**config.mk**
```make
export PLATFORM = sky130hd
export DESIGN_NAME = pwrctl_top
export DESIGN_NICKNAME = d
export VERILOG_FILES = /design/src/core/pwrctl_pkg.sv /design/src/core/pwrctl_evt_if.sv /design/src/core/pwrctl_top.sv /design/src/core/pwrctl_irq.sv
export SDC_FILE = /design/constraint.sdc
export NUM_CORES = 1
export LEC_CHECK = 0
export BUFFER_PORTS_ARGS = -buffer_cell sky130_fd_sc_hd__buf_4
export CORE_MARGIN = 1.5
export CORE_UTILIZATION = 29
export CTS_BUF_LIST = sky130_fd_sc_hd__clkbuf_4
export CTS_CLUSTER_SIZE = 25
export DETAILED_ROUTE_END_ITERATION = 10
export SLEW_MARGIN = 20
export SYNTH_ARGS = -nofsm -noshare
export SYNTH_HDL_FRONTEND = slang
export SYNTH_SLANG_ARGS = --single-unit
```
**constraint.sdc**
```tcl
create_clock -name ref_clk -period 4.6 [get_ports ref_clk]
set_input_delay 0.23 -clock ref_clk [delete_from_list [all_inputs] [get_ports ref_clk]]
set_output_delay 0.23 -clock ref_clk [all_outputs]
set_load 0.02 [all_outputs]
```
**src/core/pwrctl_pkg.sv**
```systemverilog
package pwrctl_pkg;
	localparam int ADDR_W = 10;
	localparam int DATA_W = 32;
	localparam int EVT_W = 3;
	// -------------------------------------------------------------------
	// Register indices; the byte address is four times the index.
	// -------------------------------------------------------------------
	localparam logic [7:0] PWR_CTRL_IDX = 8'h87;
	localparam logic [7:0] IRQ_STATUS_IDX = 8'h88;
	localparam logic [7:0] IRQ_MASK_IDX = 8'h89;
	localparam logic [ADDR_W-1:0] PWR_CTRL_ADDR = {PWR_CTRL_IDX, 2'h0};
	localparam logic [ADDR_W-1:0] IRQ_STATUS_ADDR = {IRQ_STATUS_IDX, 2'h0};
	localparam logic [ADDR_W-1:0] IRQ_MASK_ADDR = {IRQ_MASK_IDX, 2'h0};
	// -------------------------------------------------------------------
	// Field positions and reset values.
	// -------------------------------------------------------------------
	localparam int BIT_IDLE = 0;
	localparam int BIT_PD = 1;
	localparam int BIT_UF0 = 2;
	localparam int BIT_UF1 = 3;
	localparam int BIT_COLD = 4;
	localparam int BIT_RSVD = 5;
	localparam int BIT_FEV = 6;
	localparam int BIT_BAUD = 7;
	localparam logic [7:0] PWR_CTRL_RESET = 8'h10;
	localparam int EV_IDLE_ENTER = 0;
	localparam int EV_IDLE_EXIT = 1;
	localparam int EV_PD_ENTER = 2;
	localparam logic [EVT_W-1:0] EVT_NONE = 3'h0;
endpackage : pwrctl_pkg

```
**src/core/pwrctl_evt_if.sv**
```systemverilog
`timescale 1ns/10ps
interface pwrctl_evt_if;
	logic [pwrctl_pkg::EVT_W-1:0] event_set;
	logic [pwrctl_pkg::EVT_W-1:0] status_clr;
	logic mask_wr;
	logic [pwrctl_pkg::EVT_W-1:0] mask_wdata;
	logic [pwrctl_pkg::EVT_W-1:0] status;
	logic [pwrctl_pkg::EVT_W-1:0] mask;
	modport core (output event_set, status_clr, mask_wr, mask_wdata, input status, mask);
	modport irq (input event_set, status_clr, mask_wr, mask_wdata, output status, mask);
endinterface : pwrctl_evt_if

```
**src/core/pwrctl_top.sv**
```systemverilog
// The Avalon-MM interface to the registers is this design's own decision.
`timescale 1ns/10ps
module pwrctl_top (
	input wire logic ref_clk, // Core clock, 250 MHz.
	input wire logic reset_n, // Any reset, asynchronous, active low.
	input wire logic por_n, // Power-on reset only, asynchronous, active low.
	input wire logic [pwrctl_pkg::ADDR_W-1:0] address, // Avalon byte address.
	input wire logic read, // Avalon read.
	input wire logic write, // Avalon write.
	input wire logic [3:0] byteenable, // Avalon byte enables.
	input wire logic [pwrctl_pkg::DATA_W-1:0] writedata, // Avalon write data.
	output logic [pwrctl_pkg::DATA_W-1:0] readdata, // Avalon read data.
	output logic waitrequest, // Avalon wait.
	input wire logic irq_taken, // Core accepted an interrupt, pulse.
	input wire logic serial_mode_bit_0, // Serial control mode bit.
	input wire logic framing_error_flag, // Serial framing error.
	output logic serial_control_top, // Top bit view of serial control.
	output logic baud_doubler, // Double baud rate in modes 1 to 3.
	output logic frame_error_view_select, // Top bit shows framing error.
	output logic idle_request, // Core in idle.
	output logic power_down_request, // Core in power-down.
	output logic cold_start_flag, // Set by power-on reset; warm resets keep it.
	output logic irq // Level interrupt.
);
	// -------------------------------------------------------------------
	// Reset and bus decode
	// -------------------------------------------------------------------
	// A power-on reset is also a reset of everything else.
	logic sys_rst_n;
	logic req;
	logic done;
	logic pc_write;
	logic [7:0] pc_value;
	logic next_idle;
	logic next_pd;
	logic [7:0] next_rdata;
	logic user_flag_0;
	logic user_flag_1;

	assign sys_rst_n = reset_n & por_n;
	assign req = read | write;
	assign done = req & ~waitrequest;

	function automatic logic hit(input logic [pwrctl_pkg::ADDR_W-1:0] a,
			input logic [pwrctl_pkg::ADDR_W-1:0] reg_addr);
		hit = (a == reg_addr);
	endfunction : hit

	assign pc_write = done & write & byteenable[0] & hit(address, pwrctl_pkg::PWR_CTRL_ADDR);

	pwrctl_evt_if evt ();

	pwrctl_irq u_irq (
		.ref_clk(ref_clk),
		.reset_n(sys_rst_n),
		.ev(evt.irq),
		.irq(irq)
	);

	// -------------------------------------------------------------------
	// Bus handshake
	// -------------------------------------------------------------------
	// Each access is answered one cycle after it is raised; the low cycle is
	// the completion, after which waitrequest goes high again.
	always_ff @(posedge ref_clk or negedge sys_rst_n) begin
		if (!sys_rst_n) begin
			waitrequest <= 1'b1;
		end else begin
			waitrequest <= ~(req & waitrequest);
		end
	end

	always_comb begin
		next_rdata = 8'h00;
		if (hit(address, pwrctl_pkg::PWR_CTRL_ADDR)) begin
			next_rdata = pc_value;
		end else if (hit(address, pwrctl_pkg::IRQ_STATUS_ADDR)) begin
			next_rdata = {5'h00, evt.status};
		end else if (hit(address, pwrctl_pkg::IRQ_MASK_ADDR)) begin
			next_rdata = {5'h00, evt.mask};
		end else begin
			next_rdata = 8'h00;
		end
	end

	// Read data is captured as waitrequest falls and stands through completion.
	always_ff @(posedge ref_clk or negedge sys_rst_n) begin
		if (!sys_rst_n) begin
			readdata <= '0;
		end else if (read & waitrequest) begin
			readdata <= {24'h000000, next_rdata};
		end
	end

	// -------------------------------------------------------------------
	// Power control register
	// -------------------------------------------------------------------
	always_comb begin
		pc_value = 8'h00;
		pc_value[pwrctl_pkg::BIT_BAUD] = baud_doubler;
		pc_value[pwrctl_pkg::BIT_FEV] = frame_error_view_select;
		pc_value[pwrctl_pkg::BIT_COLD] = cold_start_flag;
		pc_value[pwrctl_pkg::BIT_UF1] = user_flag_1;
		pc_value[pwrctl_pkg::BIT_UF0] = user_flag_0;
		pc_value[pwrctl_pkg::BIT_PD] = power_down_request;
		pc_value[pwrctl_pkg::BIT_IDLE] = idle_request;
	end

	always_comb begin
		next_idle = idle_request;
		next_pd = power_down_request;
		if (pc_write) begin
			next_idle = writedata[pwrctl_pkg::BIT_IDLE];
			next_pd = writedata[pwrctl_pkg::BIT_PD];
		end
		if (irq_taken) begin
			next_idle = 1'b0;
		end
	end

	always_ff @(posedge ref_clk or negedge sys_rst_n) begin
		if (!sys_rst_n) begin
			idle_request <= pwrctl_pkg::PWR_CTRL_RESET[pwrctl_pkg::BIT_IDLE];
		end else begin
			idle_request <= next_idle;
		end
	end

	always_ff @(posedge ref_clk or negedge sys_rst_n) begin
		if (!sys_rst_n) begin
			power_down_request <= pwrctl_pkg::PWR_CTRL_RESET[pwrctl_pkg::BIT_PD];
		end else begin
			power_down_request <= next_pd;
		end
	end

	always_ff @(posedge ref_clk or negedge sys_rst_n) begin
		if (!sys_rst_n) begin
			baud_doubler <= pwrctl_pkg::PWR_CTRL_RESET[pwrctl_pkg::BIT_BAUD];
		end else if (pc_write) begin
			baud_doubler <= writedata[pwrctl_pkg::BIT_BAUD];
		end
	end

	always_ff @(posedge ref_clk or negedge sys_rst_n) begin
		if (!sys_rst_n) begin
			frame_error_view_select <= pwrctl_pkg::PWR_CTRL_RESET[pwrctl_pkg::BIT_FEV];
		end else if (pc_write) begin
			frame_error_view_select <= writedata[pwrctl_pkg::BIT_FEV];
		end
	end

	always_ff @(posedge ref_clk or negedge sys_rst_n) begin
		if (!sys_rst_n) begin
			user_flag_0 <= pwrctl_pkg::PWR_CTRL_RESET[pwrctl_pkg::BIT_UF0];
			user_flag_1 <= pwrctl_pkg::PWR_CTRL_RESET[pwrctl_pkg::BIT_UF1];
		end else if (pc_write) begin
			user_flag_0 <= writedata[pwrctl_pkg::BIT_UF0];
			user_flag_1 <= writedata[pwrctl_pkg::BIT_UF1];
		end
	end

	// The flag sees only the power-on reset, so warm resets keep it for
	// software to inspect afterwards.
	// power-on only
	always_ff @(posedge ref_clk or negedge por_n) begin
		if (!por_n) begin
			cold_start_flag <= pwrctl_pkg::PWR_CTRL_RESET[pwrctl_pkg::BIT_COLD];
		end else if (pc_write) begin
			cold_start_flag <= writedata[pwrctl_pkg::BIT_COLD];
		end
	end

	// Registered so the output comes from a flop; it lags its inputs by a cycle.
	// top bit mux
	always_ff @(posedge ref_clk or negedge sys_rst_n) begin
		if (!sys_rst_n) begin
			serial_control_top <= 1'b0;
		end else begin
			serial_control_top <= frame_error_view_select ? framing_error_flag : serial_mode_bit_0;
		end
	end

	// -------------------------------------------------------------------
	// Interrupt events
	// -------------------------------------------------------------------
	always_comb begin
		evt.event_set = pwrctl_pkg::EVT_NONE;
		evt.event_set[pwrctl_pkg::EV_IDLE_ENTER] = next_idle & ~idle_request;
		evt.event_set[pwrctl_pkg::EV_IDLE_EXIT] = idle_request & irq_taken;
		evt.event_set[pwrctl_pkg::EV_PD_ENTER] = next_pd & ~power_down_request;
		evt.status_clr = pwrctl_pkg::EVT_NONE;
		// Only the bits that were returned are cleared, so a late event survives.
		if (done & read & hit(address, pwrctl_pkg::IRQ_STATUS_ADDR)) begin
			evt.status_clr = readdata[pwrctl_pkg::EVT_W-1:0];
		end
		evt.mask_wr = done & write & byteenable[0] & hit(address, pwrctl_pkg::IRQ_MASK_ADDR);
		evt.mask_wdata = writedata[pwrctl_pkg::EVT_W-1:0];
	end
endmodule : pwrctl_top

```
**src/core/pwrctl_irq.sv**
```systemverilog
`timescale 1ns/10ps
module pwrctl_irq (
	input wire logic ref_clk, // Core clock.
	input wire logic reset_n, // Asynchronous reset, active low.
	pwrctl_evt_if.irq ev, // Events, clears and mask access.
	output logic irq // Level interrupt.
);
	logic [pwrctl_pkg::EVT_W-1:0] next_status;
	logic [pwrctl_pkg::EVT_W-1:0] next_mask;

	// A new event wins over a read-clear landing in the same cycle.
	always_comb begin
		next_status = (ev.status & ~ev.status_clr) | ev.event_set;
		next_mask = ev.mask_wr ? ev.mask_wdata : ev.mask;
	end

	always_ff @(posedge ref_clk or negedge reset_n) begin
		if (!reset_n) begin
			ev.status <= pwrctl_pkg::EVT_NONE;
		end else begin
			ev.status <= next_status;
		end
	end

	always_ff @(posedge ref_clk or negedge reset_n) begin
		if (!reset_n) begin
			ev.mask <= pwrctl_pkg::EVT_NONE;
		end else begin
			ev.mask <= next_mask;
		end
	end

	// Computed from next values so the line rises with the status bit.
	always_ff @(posedge ref_clk or negedge reset_n) begin
		if (!reset_n) begin
			irq <= 1'b0;
		end else begin
			irq <= |(next_status & next_mask);
		end
	end
endmodule : pwrctl_irq

```
==> results of run 1 <==
cells by family after synthesis:
kind of cell           share of synthesized area
AOI/OAI and AO/OA                         0.0935
other                                    0.00301
buffers and inverters                      0.172
and+or+nand+nor                            0.166
muxes                                      0.102
DFF                                        0.464
final timing paths:
kind	from	endpoint	cells past startpoint
worst min register to register	readdata[3]$_DFFE_PN0P_	readdata[3]$_DFFE_PN0P_	2
worst max register to register	waitrequest$_DFF_PN1_	u_irq.irq$_DFF_PN0_	5
max in group asynchronous	por_n	u_irq.ev.mask[0]$_DFF_PN0_	3
worst min-delay path	irq_taken	idle_request$_DFF_PN0_	2
min in group asynchronous	reset_n	baud_doubler$_DFFE_PN0N_	2
worst max-delay path	waitrequest$_DFF_PN1_	u_irq.irq$_DFF_PN0_	5
flip-flops by register name, summed over array words and instances, names as in the netlist:
signal and count:
user_flag_0 1, serial_control_top 1, cold_start_flag 1, u_irq.irq 1
readdata 7, u_irq.ev.status 3, user_flag_1 1, power_down_request 1
baud_doubler 1, u_irq.ev.mask 3, idle_request 1, waitrequest 1
frame_error_view_select 1
report_power, final:
group,internal [mW],total [mW],switching [mW]
sequential,0.210,0.214,0.00431
clock,0.0324,0.0897,0.0573
combinational,0.0301,0.0770,0.0469
total,0.272,0.380,0.109
metrics by stage:
step,util,total power [mW]
6_report,0.378,0.380
5_1_grt,0.378,0.401
4_1_cts,0.378,0.386
3_5_place_dp,0.368,0.294
3_3_place_gp,0.368,0.294
2_1_floorplan,-,0.277
layout make-up:
class / count / area [um^2]
clock buffer: 3 / 22.5
tap: 50 / 62.6
clock inverter: 1 / 5.00
inverter: 3 / 11.3
sequential: 23 / 578
multi-input combinational: 85 / 543
timing repair buffer: 41 / 310
fill: 432 / 2520
per-layer routing:
layer / global-route usage / wire length [um] / up-vias / part of all wire
li1: - / - / 434 / -
met1: 0.124 / 959 / 410 / 0.40
met2: 0.190 / 1250 / 35 / 0.52
met3: 0.0130 / 143 / 2 / 0.060
met4: 0.0525 / 33 / 0 / 0.014
met5: 0 / 0 / - / 0
Yosys cell counts:
master     n  area [um^2]
a21boi_0   1         7.51
a221o_1    1         10.0
a221oi_1   3         26.3
a22oi_1    3         22.5
and2_1     1         6.26
and3_1     1         6.26
and3_2     1         7.51
and4b_1    2         20.0
buf_4     25          188
buf_6      1         11.3
clkbuf_1   1         3.75
conb_1     1         3.75
dfrtp_1   21          526
dfstp_2    2         52.6
inv_1      3         11.3
mux2_2     9          101
mux2_4     1         15.0
mux2i_1    1         10.0
nand2_1   12         45.0
nand3_1    3         15.0
nand4_1    1         6.26
nand4_2    1         12.5
nand4b_4   1         23.8
nor2_1     3         11.3
nor2b_1    1         6.26
nor3b_1    2         15.0
nor4b_4    1         23.8
o21ai_0    8         40.0
o21ai_1    2         10.0
or2b_1     1         7.51
worst reg2reg max path, stage by stage (launching register included):
cell and delay, ns:
dfstp_2 0.59, and4b_1 0.21, nand4_2 0.15, mux2_4 0.32, a21boi_0 0.12, a221o_1 0.28
what timing repair did:
action,4_1_cts,5_1_grt
hold buffers,1,0
hold endpoints to repair,1,0
setup endpoints to repair,0,0
==> metrics.csv, run 1 <==
stage;metric;value;unit
clock_tree;cts_root_buf;clkbuf_4;
final_layout;final_cell_count_no_fill;206;
routing;vias;881;
floorplan;fp.dieW;68.5;um
placement;placed_area;1500;um^2
clock_tree;cts_post_setup_buffers_inserted;0;
grt;antenna_found_initial;0;
logic_synthesis;ys_seq_area_frac;0.464;
floorplan;design.die.area;4690;um^2
sta;tns;0;ns
final_layout;final_nets;211;
logic_synthesis;yosys.cell_types.count;30;
outcome;status;finished clean;
sta;slew_headroom;0.380;
critical_path;critical_path_class;reg2reg;
critical_path;crit_required;4.79;ns
power;power_density;248;nW/um^2
placement;dp_hpwl;2030;um
floorplan;fp.dieH;68.5;um
final_layout;area_growth_syn_to_layout;23.1;%
final_layout;n_antenna_cell;0;
grt;grt_pass1_vias;883;
logic_synthesis;synth_cells;114;
clock_tree;cts_tree;done;
critical_path;crit_path_end_kind;register;
placement;gp_congestion;0.727;
critical_path;slowest_stage;dfstp_2;
sta;hold_violations;0;
final_layout;final_cell_mix;buf_4 (40), conb_1 (25), dfrtp_1 (21);
logic_synthesis;syn_area_per_cell;10.9;um^2
logic_synthesis;synth_seq_cells;23;
sta;hold_slack;0.0852;ns
sta;finalMaxSlewViolations;0;
floorplan;io_pins;94;
job;cap_violations;0;
routing;routedWlPerCell;11.6;um
final_layout;layout_commonest_cell;buf_4;
clock_tree;cts-buffers-inserted;3;
clock_tree;clockBufferDepth;2;
final_layout;drive_above_1_share;0.385;
final_layout;final_area;1530;um^2
clock_tree;cts_sinks;23;
routing;wirelength;2380;um
critical_path;max_stage_delay;0.59;ns
routing;initialDrtViolationCount;21;
floorplan;start_util;0.307;
critical_path;cp-start-kind;register;
critical_path;crit_buf_inv;0;
power;peakVddDrop;0.0000680;V
critical_path;r2r_slack;2.83;ns
routing;ant_nets;0;
grt;grt.total_usage;0.106;
grt;overflow;0;
routing;firstDrtPassIters;4;
floorplan;num_rows;23;
sta;finalCriticalPeriod;1.77;ns
sta;fin_ws;2.83;ns
floorplan;coreArea;4060;um^2
clock_tree;cts_resized;0;
sta;fmax;0.565;GHz
sta;worst_pin_slew;0.931;ns
hold_path;min_path_type;in2reg;
logic_synthesis;yosys_warnings;0;
placement;placed_cells;201;
sta;fin_skew;0.00887;ns
clock_tree;clk_latency;0.30;ns
critical_path;arrival;1.96;ns
grt;grt_pass1_wl;3780;um
placement;dpl_worst_slack;2.71;ns
sta;rsz0062_at_grt;false;
routing;viasPerCell;4.28;
critical_path;crit_chain;and4b_1 -> nand4_2 -> mux2_4 -> a21boi_0 -> a221o_1;
critical_path;critical-path-top-delay-family;flip-flops;
clock_tree;cts.clk_slew.worst_paths;0.11;ns
sta;period_share;0.385;
logic_synthesis;synth_area;1240;um^2
critical_path;cp_max_fo;6;
power;p_leak;0.823;nW
grt;grt_max_degree;23;
clock_tree;htreeDepth;1;
routing;route.detailed.drc;0;
placement;port_buffers;40;
sta;setup_viol_count_final;0;
Power figures use the tool's default switching activity.
==> run 2: changes to the inputs <==
--- a/config.mk
+++ b/config.mk
@@ -5,6 +5,7 @@
 export SDC_FILE = /design/constraint.sdc
 export NUM_CORES = 1
 export LEC_CHECK = 0
+export ABC_AREA = 1
 export BUFFER_PORTS_ARGS = -buffer_cell sky130_fd_sc_hd__buf_4
 export CORE_MARGIN = 1.5
 export CORE_UTILIZATION = 29
==> constraint.sdc (replaced) <==
create_clock -name ref_clk -period 1.45 [get_ports ref_clk]
set_input_delay 0.0725 -clock ref_clk [delete_from_list [all_inputs] [get_ports ref_clk]]
set_output_delay 0.0725 -clock ref_clk [all_outputs]
set_load 0.02 [all_outputs]
==> metrics.csv, run 2 <==
stage;metric;value;unit
outcome;status;finished clean;
clock_tree;clk_latency;0.30;ns
logic_synthesis;syn_area_per_cell;8.69;um^2
critical_path;slowest_stage;dlygate4sd3_1;
sta;hold_slack;0.0406;ns
floorplan;design.die.area;4970;um^2
routing;routedWlPerCell;10.2;um
power;power;1.27;mW
grt;grt_max_degree;23;
placement;gp_congestion;0.701;
grt;grt_pass1_vias;1047;
power;comb_power_share;0.223;
final_layout;largest-register;readdata;
sta;tns;0;ns
power;switching_power;0.363;mW
power;seqPwrFrac;0.537;
routing;vias;1062;
final_layout;final_nets;264;
logic_synthesis;synth_common_cells;nand2_1 (44), buf_4 (25), dfrtp_1 (21);
critical_path;arrival;1.60;ns
power;power_density;726;nW/um^2
power;switching_share;0.285;
critical_path;r2r_start;frame_error_view_select$_DFFE_PN0N_;
floorplan;fp.dieW;70.5;um
critical_path;crit_required;1.64;ns
floorplan;fp.dieH;70.5;um
logic_synthesis;netlist.area_leader.share;0.398;
clock_tree;cts_root_buf;clkbuf_4;
power;p_leak;0.944;nW
clock_tree;cts_tree;done;
critical_path;max_stage_delay;0.56;ns
clock_tree;htreeDepth;1;
power;p_int;0.908;mW
logic_synthesis;synth_cells;152;
power;peakVddDrop;0.000213;V
routing;initialDrtViolationCount;33;
placement;placed_cells;244;
placement;dp_hpwl;2000;um
hold_path;min-delay-start;writedata[2];
grt;gr-usage-met2;0.204;
floorplan;start_util;0.301;
final_layout;final_cell_mix;nand2_1 (44), buf_4 (43), conb_1 (25);
critical_path;crit_chain;mux2_2 -> dlygate4sd3_1;
placement;placed_area;1590;um^2
logic_synthesis;synth_top_cell_by_area;dfrtp_1;
sta;finalCriticalPeriod;1.41;ns
floorplan;num_rows;24;
sta;fmax;0.710;GHz
logic_synthesis;ys_seq_area_frac;0.438;
sta;period_share;0.971;
sta;hold_violations;0;
clock_tree;clockBufferDepth;2;
clock_tree;cts-buffers-inserted;3;
placement;port_buffers;40;
grt;antenna_found_initial;0;
logic_synthesis;yosys.cell_types.count;25;
critical_path;cp_max_fo;2;
logic_synthesis;yosysMostFrequentCell;nand2_1;
routing;route.detailed.drc;0;
final_layout;final_cell_count_no_fill;261;
critical_path;cp-start-kind;register;
routing;firstDrtPassIters;4;
grt;grt_use_met1;0.136;
logic_synthesis;yosys_warnings;0;
critical_path;crit_path_end_kind;register;
sta;rsz0062_at_grt;false;
floorplan;coreArea;4380;um^2
final_layout;area_growth_syn_to_layout;32.5;%
critical_path;critical_path_class;reg2reg;
sta;finalMaxSlewViolations;0;
routing;ant_nets;0;
power;clockPowerShare;0.241;
floorplan;io_pins;94;
grt;gr-max-usage-layer;met2;
job;cap_violations;0;
logic_synthesis;ys_top_cells_by_area;dfrtp_1 (40%), buf_4 (14%), nand2_1 (13%);
clock_tree;cts.clk_slew.worst_paths;0.12;ns
logic_synthesis;synthFlopType;dfrtp_1;
final_layout;layout_commonest_cell;nand2_1;
routing;wirelength;2650;um
grt;grt_use_met3;0.0144;
hold_path;min_path_type;in2reg;
routing;viasPerCell;4.07;
final_layout;largest_reg_flops;7;
sta;fin_skew;0.00490;ns
grt;grt.total_usage;0.113;
critical_path;crit_start;frame_error_view_select$_DFFE_PN0N_;
logic_synthesis;synthArstFlopShare;1.00;
grt;overflow;0;
logic_synthesis;synth_edf_count;0;
clock_tree;cts_sinks;23;
sta;setup_viol_count_final;0;
final_layout;top_regs;readdata (7), u_irq.ev.mask (3), u_irq.ev.status (3);
final_layout;drive_above_1_share;0.330;
logic_synthesis;synth_seq_cells;23;
final_layout;final_area;1750;um^2
logic_synthesis;synth_area;1320;um^2
grt;grt_pass1_wl;4550;um
final_layout;n_antenna_cell;0;
[run 2: critical path, delay by kind of cell, from the launching register on]
family / cells / cell delay (ns)
buf+inv: 1 / 0.56
mux: 1 / 0.35
flops: 1 / 0.39
[run 2: power by group through the flow]
stage	Clock [mW]	Combinational, mW	Sequential [mW]
2_1_floorplan	0	0.173	0.717
3_3_place_gp	0	0.252	0.695
3_5_place_dp	0	0.255	0.695
4_1_cts	0.324	0.283	0.683
5_1_grt	0.345	0.309	0.686
6_report	0.306	0.283	0.682
[run 2: path summary, 6_finish.rpt]
check | end | slack (ns) | cells past startpoint
setup reg to reg | serial_control_top$_DFF_PN0_ | 0.04 | 2
max in group asynchronous | waitrequest$_DFF_PN1_ | 0.81 | 5
hold / removal | user_flag_0$_DFFE_PN0N_ | 0.04 | 3
setup / recovery | serial_control_top$_DFF_PN0_ | 0.04 | 2
hold reg to reg | cold_start_flag$_DFFE_PN1N_ | 0.49 | 2
min in group asynchronous | cold_start_flag$_DFFE_PN1N_ | 0.24 | 2
[run 2: timing repair]
action	CTS	global route
setup buffers	0	1
endpoints found under the hold margin	30	0
hold buffers	12	0
resized for setup	0	0
endpoints found under the setup margin	0	1
[run 2: kinds of logic after synthesis]
logic type             count (synthesis)  synth area share
AO/OA/AOI/OAI                         13            0.0578
other                                  1           0.00284
AND/OR/NAND/NOR                       75             0.306
buffers and inverters                 39             0.188
flip-flops                            23             0.437
multiplexers                           1           0.00852
[run 2: metrics by stage]
stage | setup slack [ns] | util
floorplan | 0.194 | -
global placement | 0.146 | 0.363
detailed placement | 0.132 | 0.363
CTS | 0.0261 | 0.398
global route | 0.00807 | 0.399
finish | 0.0415 | 0.399
[run 2: area by class of cell]
cell class                 count  area (um^2)
multi-input combinational    114          586
tap                           52         65.1
fill                         450         2630
inverter                      13         48.8
sequential                    23          578
clock buffer                   4         30.0
timing repair buffer          55          443
[run 2: layer usage]
metal / routed length (um) / part of all wire
met2: 1460 / 0.55
met1: 1030 / 0.39
met4: 17 / 0.0064
met3: 143 / 0.054
met5: 0 / 0
==> run 3: changes to the inputs <==
--- a/config.mk
+++ b/config.mk
@@ -12,6 +12,7 @@
 export CTS_BUF_LIST = sky130_fd_sc_hd__clkbuf_4
 export CTS_CLUSTER_SIZE = 25
 export DETAILED_ROUTE_END_ITERATION = 10
+export GPL_TIMING_DRIVEN = 0
 export SLEW_MARGIN = 20
 export SYNTH_ARGS = -nofsm -noshare
 export SYNTH_HDL_FRONTEND = slang
==> metrics.csv, run 3 (same netlist as run 2, synthesis figures left out) <==
stage;metric;value;unit
floorplan;fp.dieH;70.5;um
final_layout;area_growth_syn_to_layout;46.2;%
critical_path;crit_chain;mux2_2 -> dlygate4sd3_1;
power;seqPwrFrac;0.516;
power;power_density;685;nW/um^2
power;p_leak;1.08;nW
final_layout;largest_reg_flops;7;
power;comb_power_share;0.252;
critical_path;max_stage_delay;0.54;ns
power;switching_share;0.298;
floorplan;coreArea;4380;um^2
routing;vias;1129;
sta;slew_headroom;0.447;
sta;fmax;0.735;GHz
sta;worst_pin_slew;0.828;ns
clock_tree;cts-buffers-inserted;3;
routing;ant_nets;0;
routing;route.detailed.drc;0;
floorplan;num_rows;24;
critical_path;slowest_stage;dlygate4sd3_1;
sta;fin_skew;0.00856;ns
routing;initialDrtViolationCount;39;
placement;dp_hpwl;2130;um
final_layout;final_cell_mix;buf_4 (66), nand2_1 (44), conb_1 (25);
final_layout;final_nets;288;
sta;rsz0062_at_grt;false;
floorplan;start_util;0.301;
final_layout;layout_commonest_cell;buf_4;
critical_path;critical-path-top-delay-family;buffers and inverters;
final_layout;top_regs;readdata (7), u_irq.ev.mask (3), u_irq.ev.status (3);
critical_path;crit_required;1.67;ns
critical_path;arrival;1.58;ns
sta;period_share;0.938;
routing;viasPerCell;3.96;
power;peakVddDrop;0.000235;V
routing;wirelength;2730;um
critical_path;critical_path_class;reg2reg;
floorplan;design.die.area;4970;um^2
clock_tree;cts_tree;done;
final_layout;multi_input_area;586;um^2
clock_tree;clockBufferDepth;2;
placement;gp_congestion;0.724;
final_layout;final-seq-area;578;um^2
grt;grt.total_usage;0.114;
floorplan;io_pins;94;
routing;routedWlPerCell;9.56;um
grt;antenna_found_initial;0;
grt;grt_pass1_vias;1067;
power;switching_power;0.394;mW
clock_tree;clk_latency;0.32;ns
clock_tree;cts_sinks;23;
power;p_int;0.929;mW
sta;hold_violations;0;
sta;finalCriticalPeriod;1.36;ns
clock_tree;cts_root_buf;clkbuf_4;
final_layout;drive_above_1_share;0.399;
sta;finalMaxSlewViolations;0;
grt;grt_pass1_wl;4550;um
routing;firstDrtPassIters;4;
job;cap_violations;0;
floorplan;fp.dieW;70.5;um
critical_path;r2r_slack;0.09;ns
critical_path;crit_buf_inv;1;
clock_tree;htreeDepth;1;
final_layout;largest-register;readdata;
placement;port_buffers;40;
final_layout;n_antenna_cell;0;
power;power;1.32;mW
grt;grt_max_degree;23;
critical_path;cp_max_fo;2;
sta;setup_viol_count_final;0;
power;clockPowerShare;0.232;
final_layout;nFillCells;423;
grt;overflow;0;
critical_path;crit_path_end_kind;register;
clock_tree;cts.clk_slew.worst_paths;0.13;ns
hold_path;min_path_type;in2reg;
outcome;status;finished clean;
critical_path;cp-start-kind;register;
sta;tns;0;ns
==> run 3: cell types whose count changed in the layout (fill, tap and decap cells not counted), sizes merged <==
cell,previous run,this run
buf,43,67
clkbuf,4,3
clkinv,0,1
==> run 3: final cells by class <==
class	instances	share of cell area
Tap cell	52	0.0337
Inverter	13	0.0253
Buffer	26	0.103
Clock inverter	1	0.00259
Clock buffer	3	0.0117
Multi-Input combinational cell	114	0.303
Sequential cell	23	0.299
Timing Repair Buffer	53	0.222
==> run 3: per-layer routing <==
layer | share of wire | wire length (um) | global-route usage
met5 | 0 | 0 | 0
met3 | 0.051 | 139 | 0.0159
met4 | 0.021 | 57 | 0.0577
met2 | 0.50 | 1370 | 0.192
met1 | 0.42 | 1160 | 0.141
==> run 3: worst register-to-register path, delay by kind of cell (launching register included) <==
| family | cells | cell delay [ns] |
|---|---|---|
| buffers and inverters | 1 | 0.54 |
| multiplexers | 1 | 0.33 |
| flip-flops | 1 | 0.39 |
==> run 3: path summary, 6_finish.rpt <==
| kind | from | endpoint | cells after the start |
|---|---|---|---|
| setup / recovery | frame_error_view_select$_DFFE_PN0N_ | serial_control_top$_DFF_PN0_ | 2 |
| hold / removal | writedata[2] | user_flag_0$_DFFE_PN0N_ | 3 |
| setup reg to reg | frame_error_view_select$_DFFE_PN0N_ | serial_control_top$_DFF_PN0_ | 2 |
| max in group asynchronous | reset_n | readdata[1]$_DFFE_PN0P_ | 4 |
| min in group asynchronous | por_n | cold_start_flag$_DFFE_PN1N_ | 2 |
| hold reg to reg | user_flag_1$_DFFE_PN0N_ | user_flag_1$_DFFE_PN0N_ | 2 |
==> run 3: power by group through the flow <==
stage	clock network [mW]	logic (mW)	registers (mW)
after floorplan	0	0.173	0.717
after global placement	0	0.302	0.695
after detailed placement	0	0.305	0.695
after CTS	0.306	0.334	0.683
after global routing	0.328	0.360	0.687
final	0.307	0.333	0.683
==> run 3: metrics by stage <==
stage / setup slack, ns / util / hold slack (ns) / std cells / area [um^2]
floorplan: 0.194 / - / -0.0753 / 176 / 1410
global placement: 0.203 / 0.405 / 0.0140 / 268 / 1780
detailed placement: 0.177 / 0.405 / 0.0165 / 268 / 1780
CTS: 0.0239 / 0.439 / 0.0196 / 284 / 1920
global route: 0.0294 / 0.441 / 0.0354 / 285 / 1930
finish: 0.0894 / 0.441 / 0.0175 / 285 / 1930
==> run 3: timing repair <==
| action | in CTS | in global routing |
|---|---|---|
| setup endpoints to repair | 0 | 1 |
| hold buffers | 12 | 0 |
| resized for setup | 0 | 0 |
| buffers inserted | 0 | 1 |
| hold endpoints to repair | 30 | 0 |
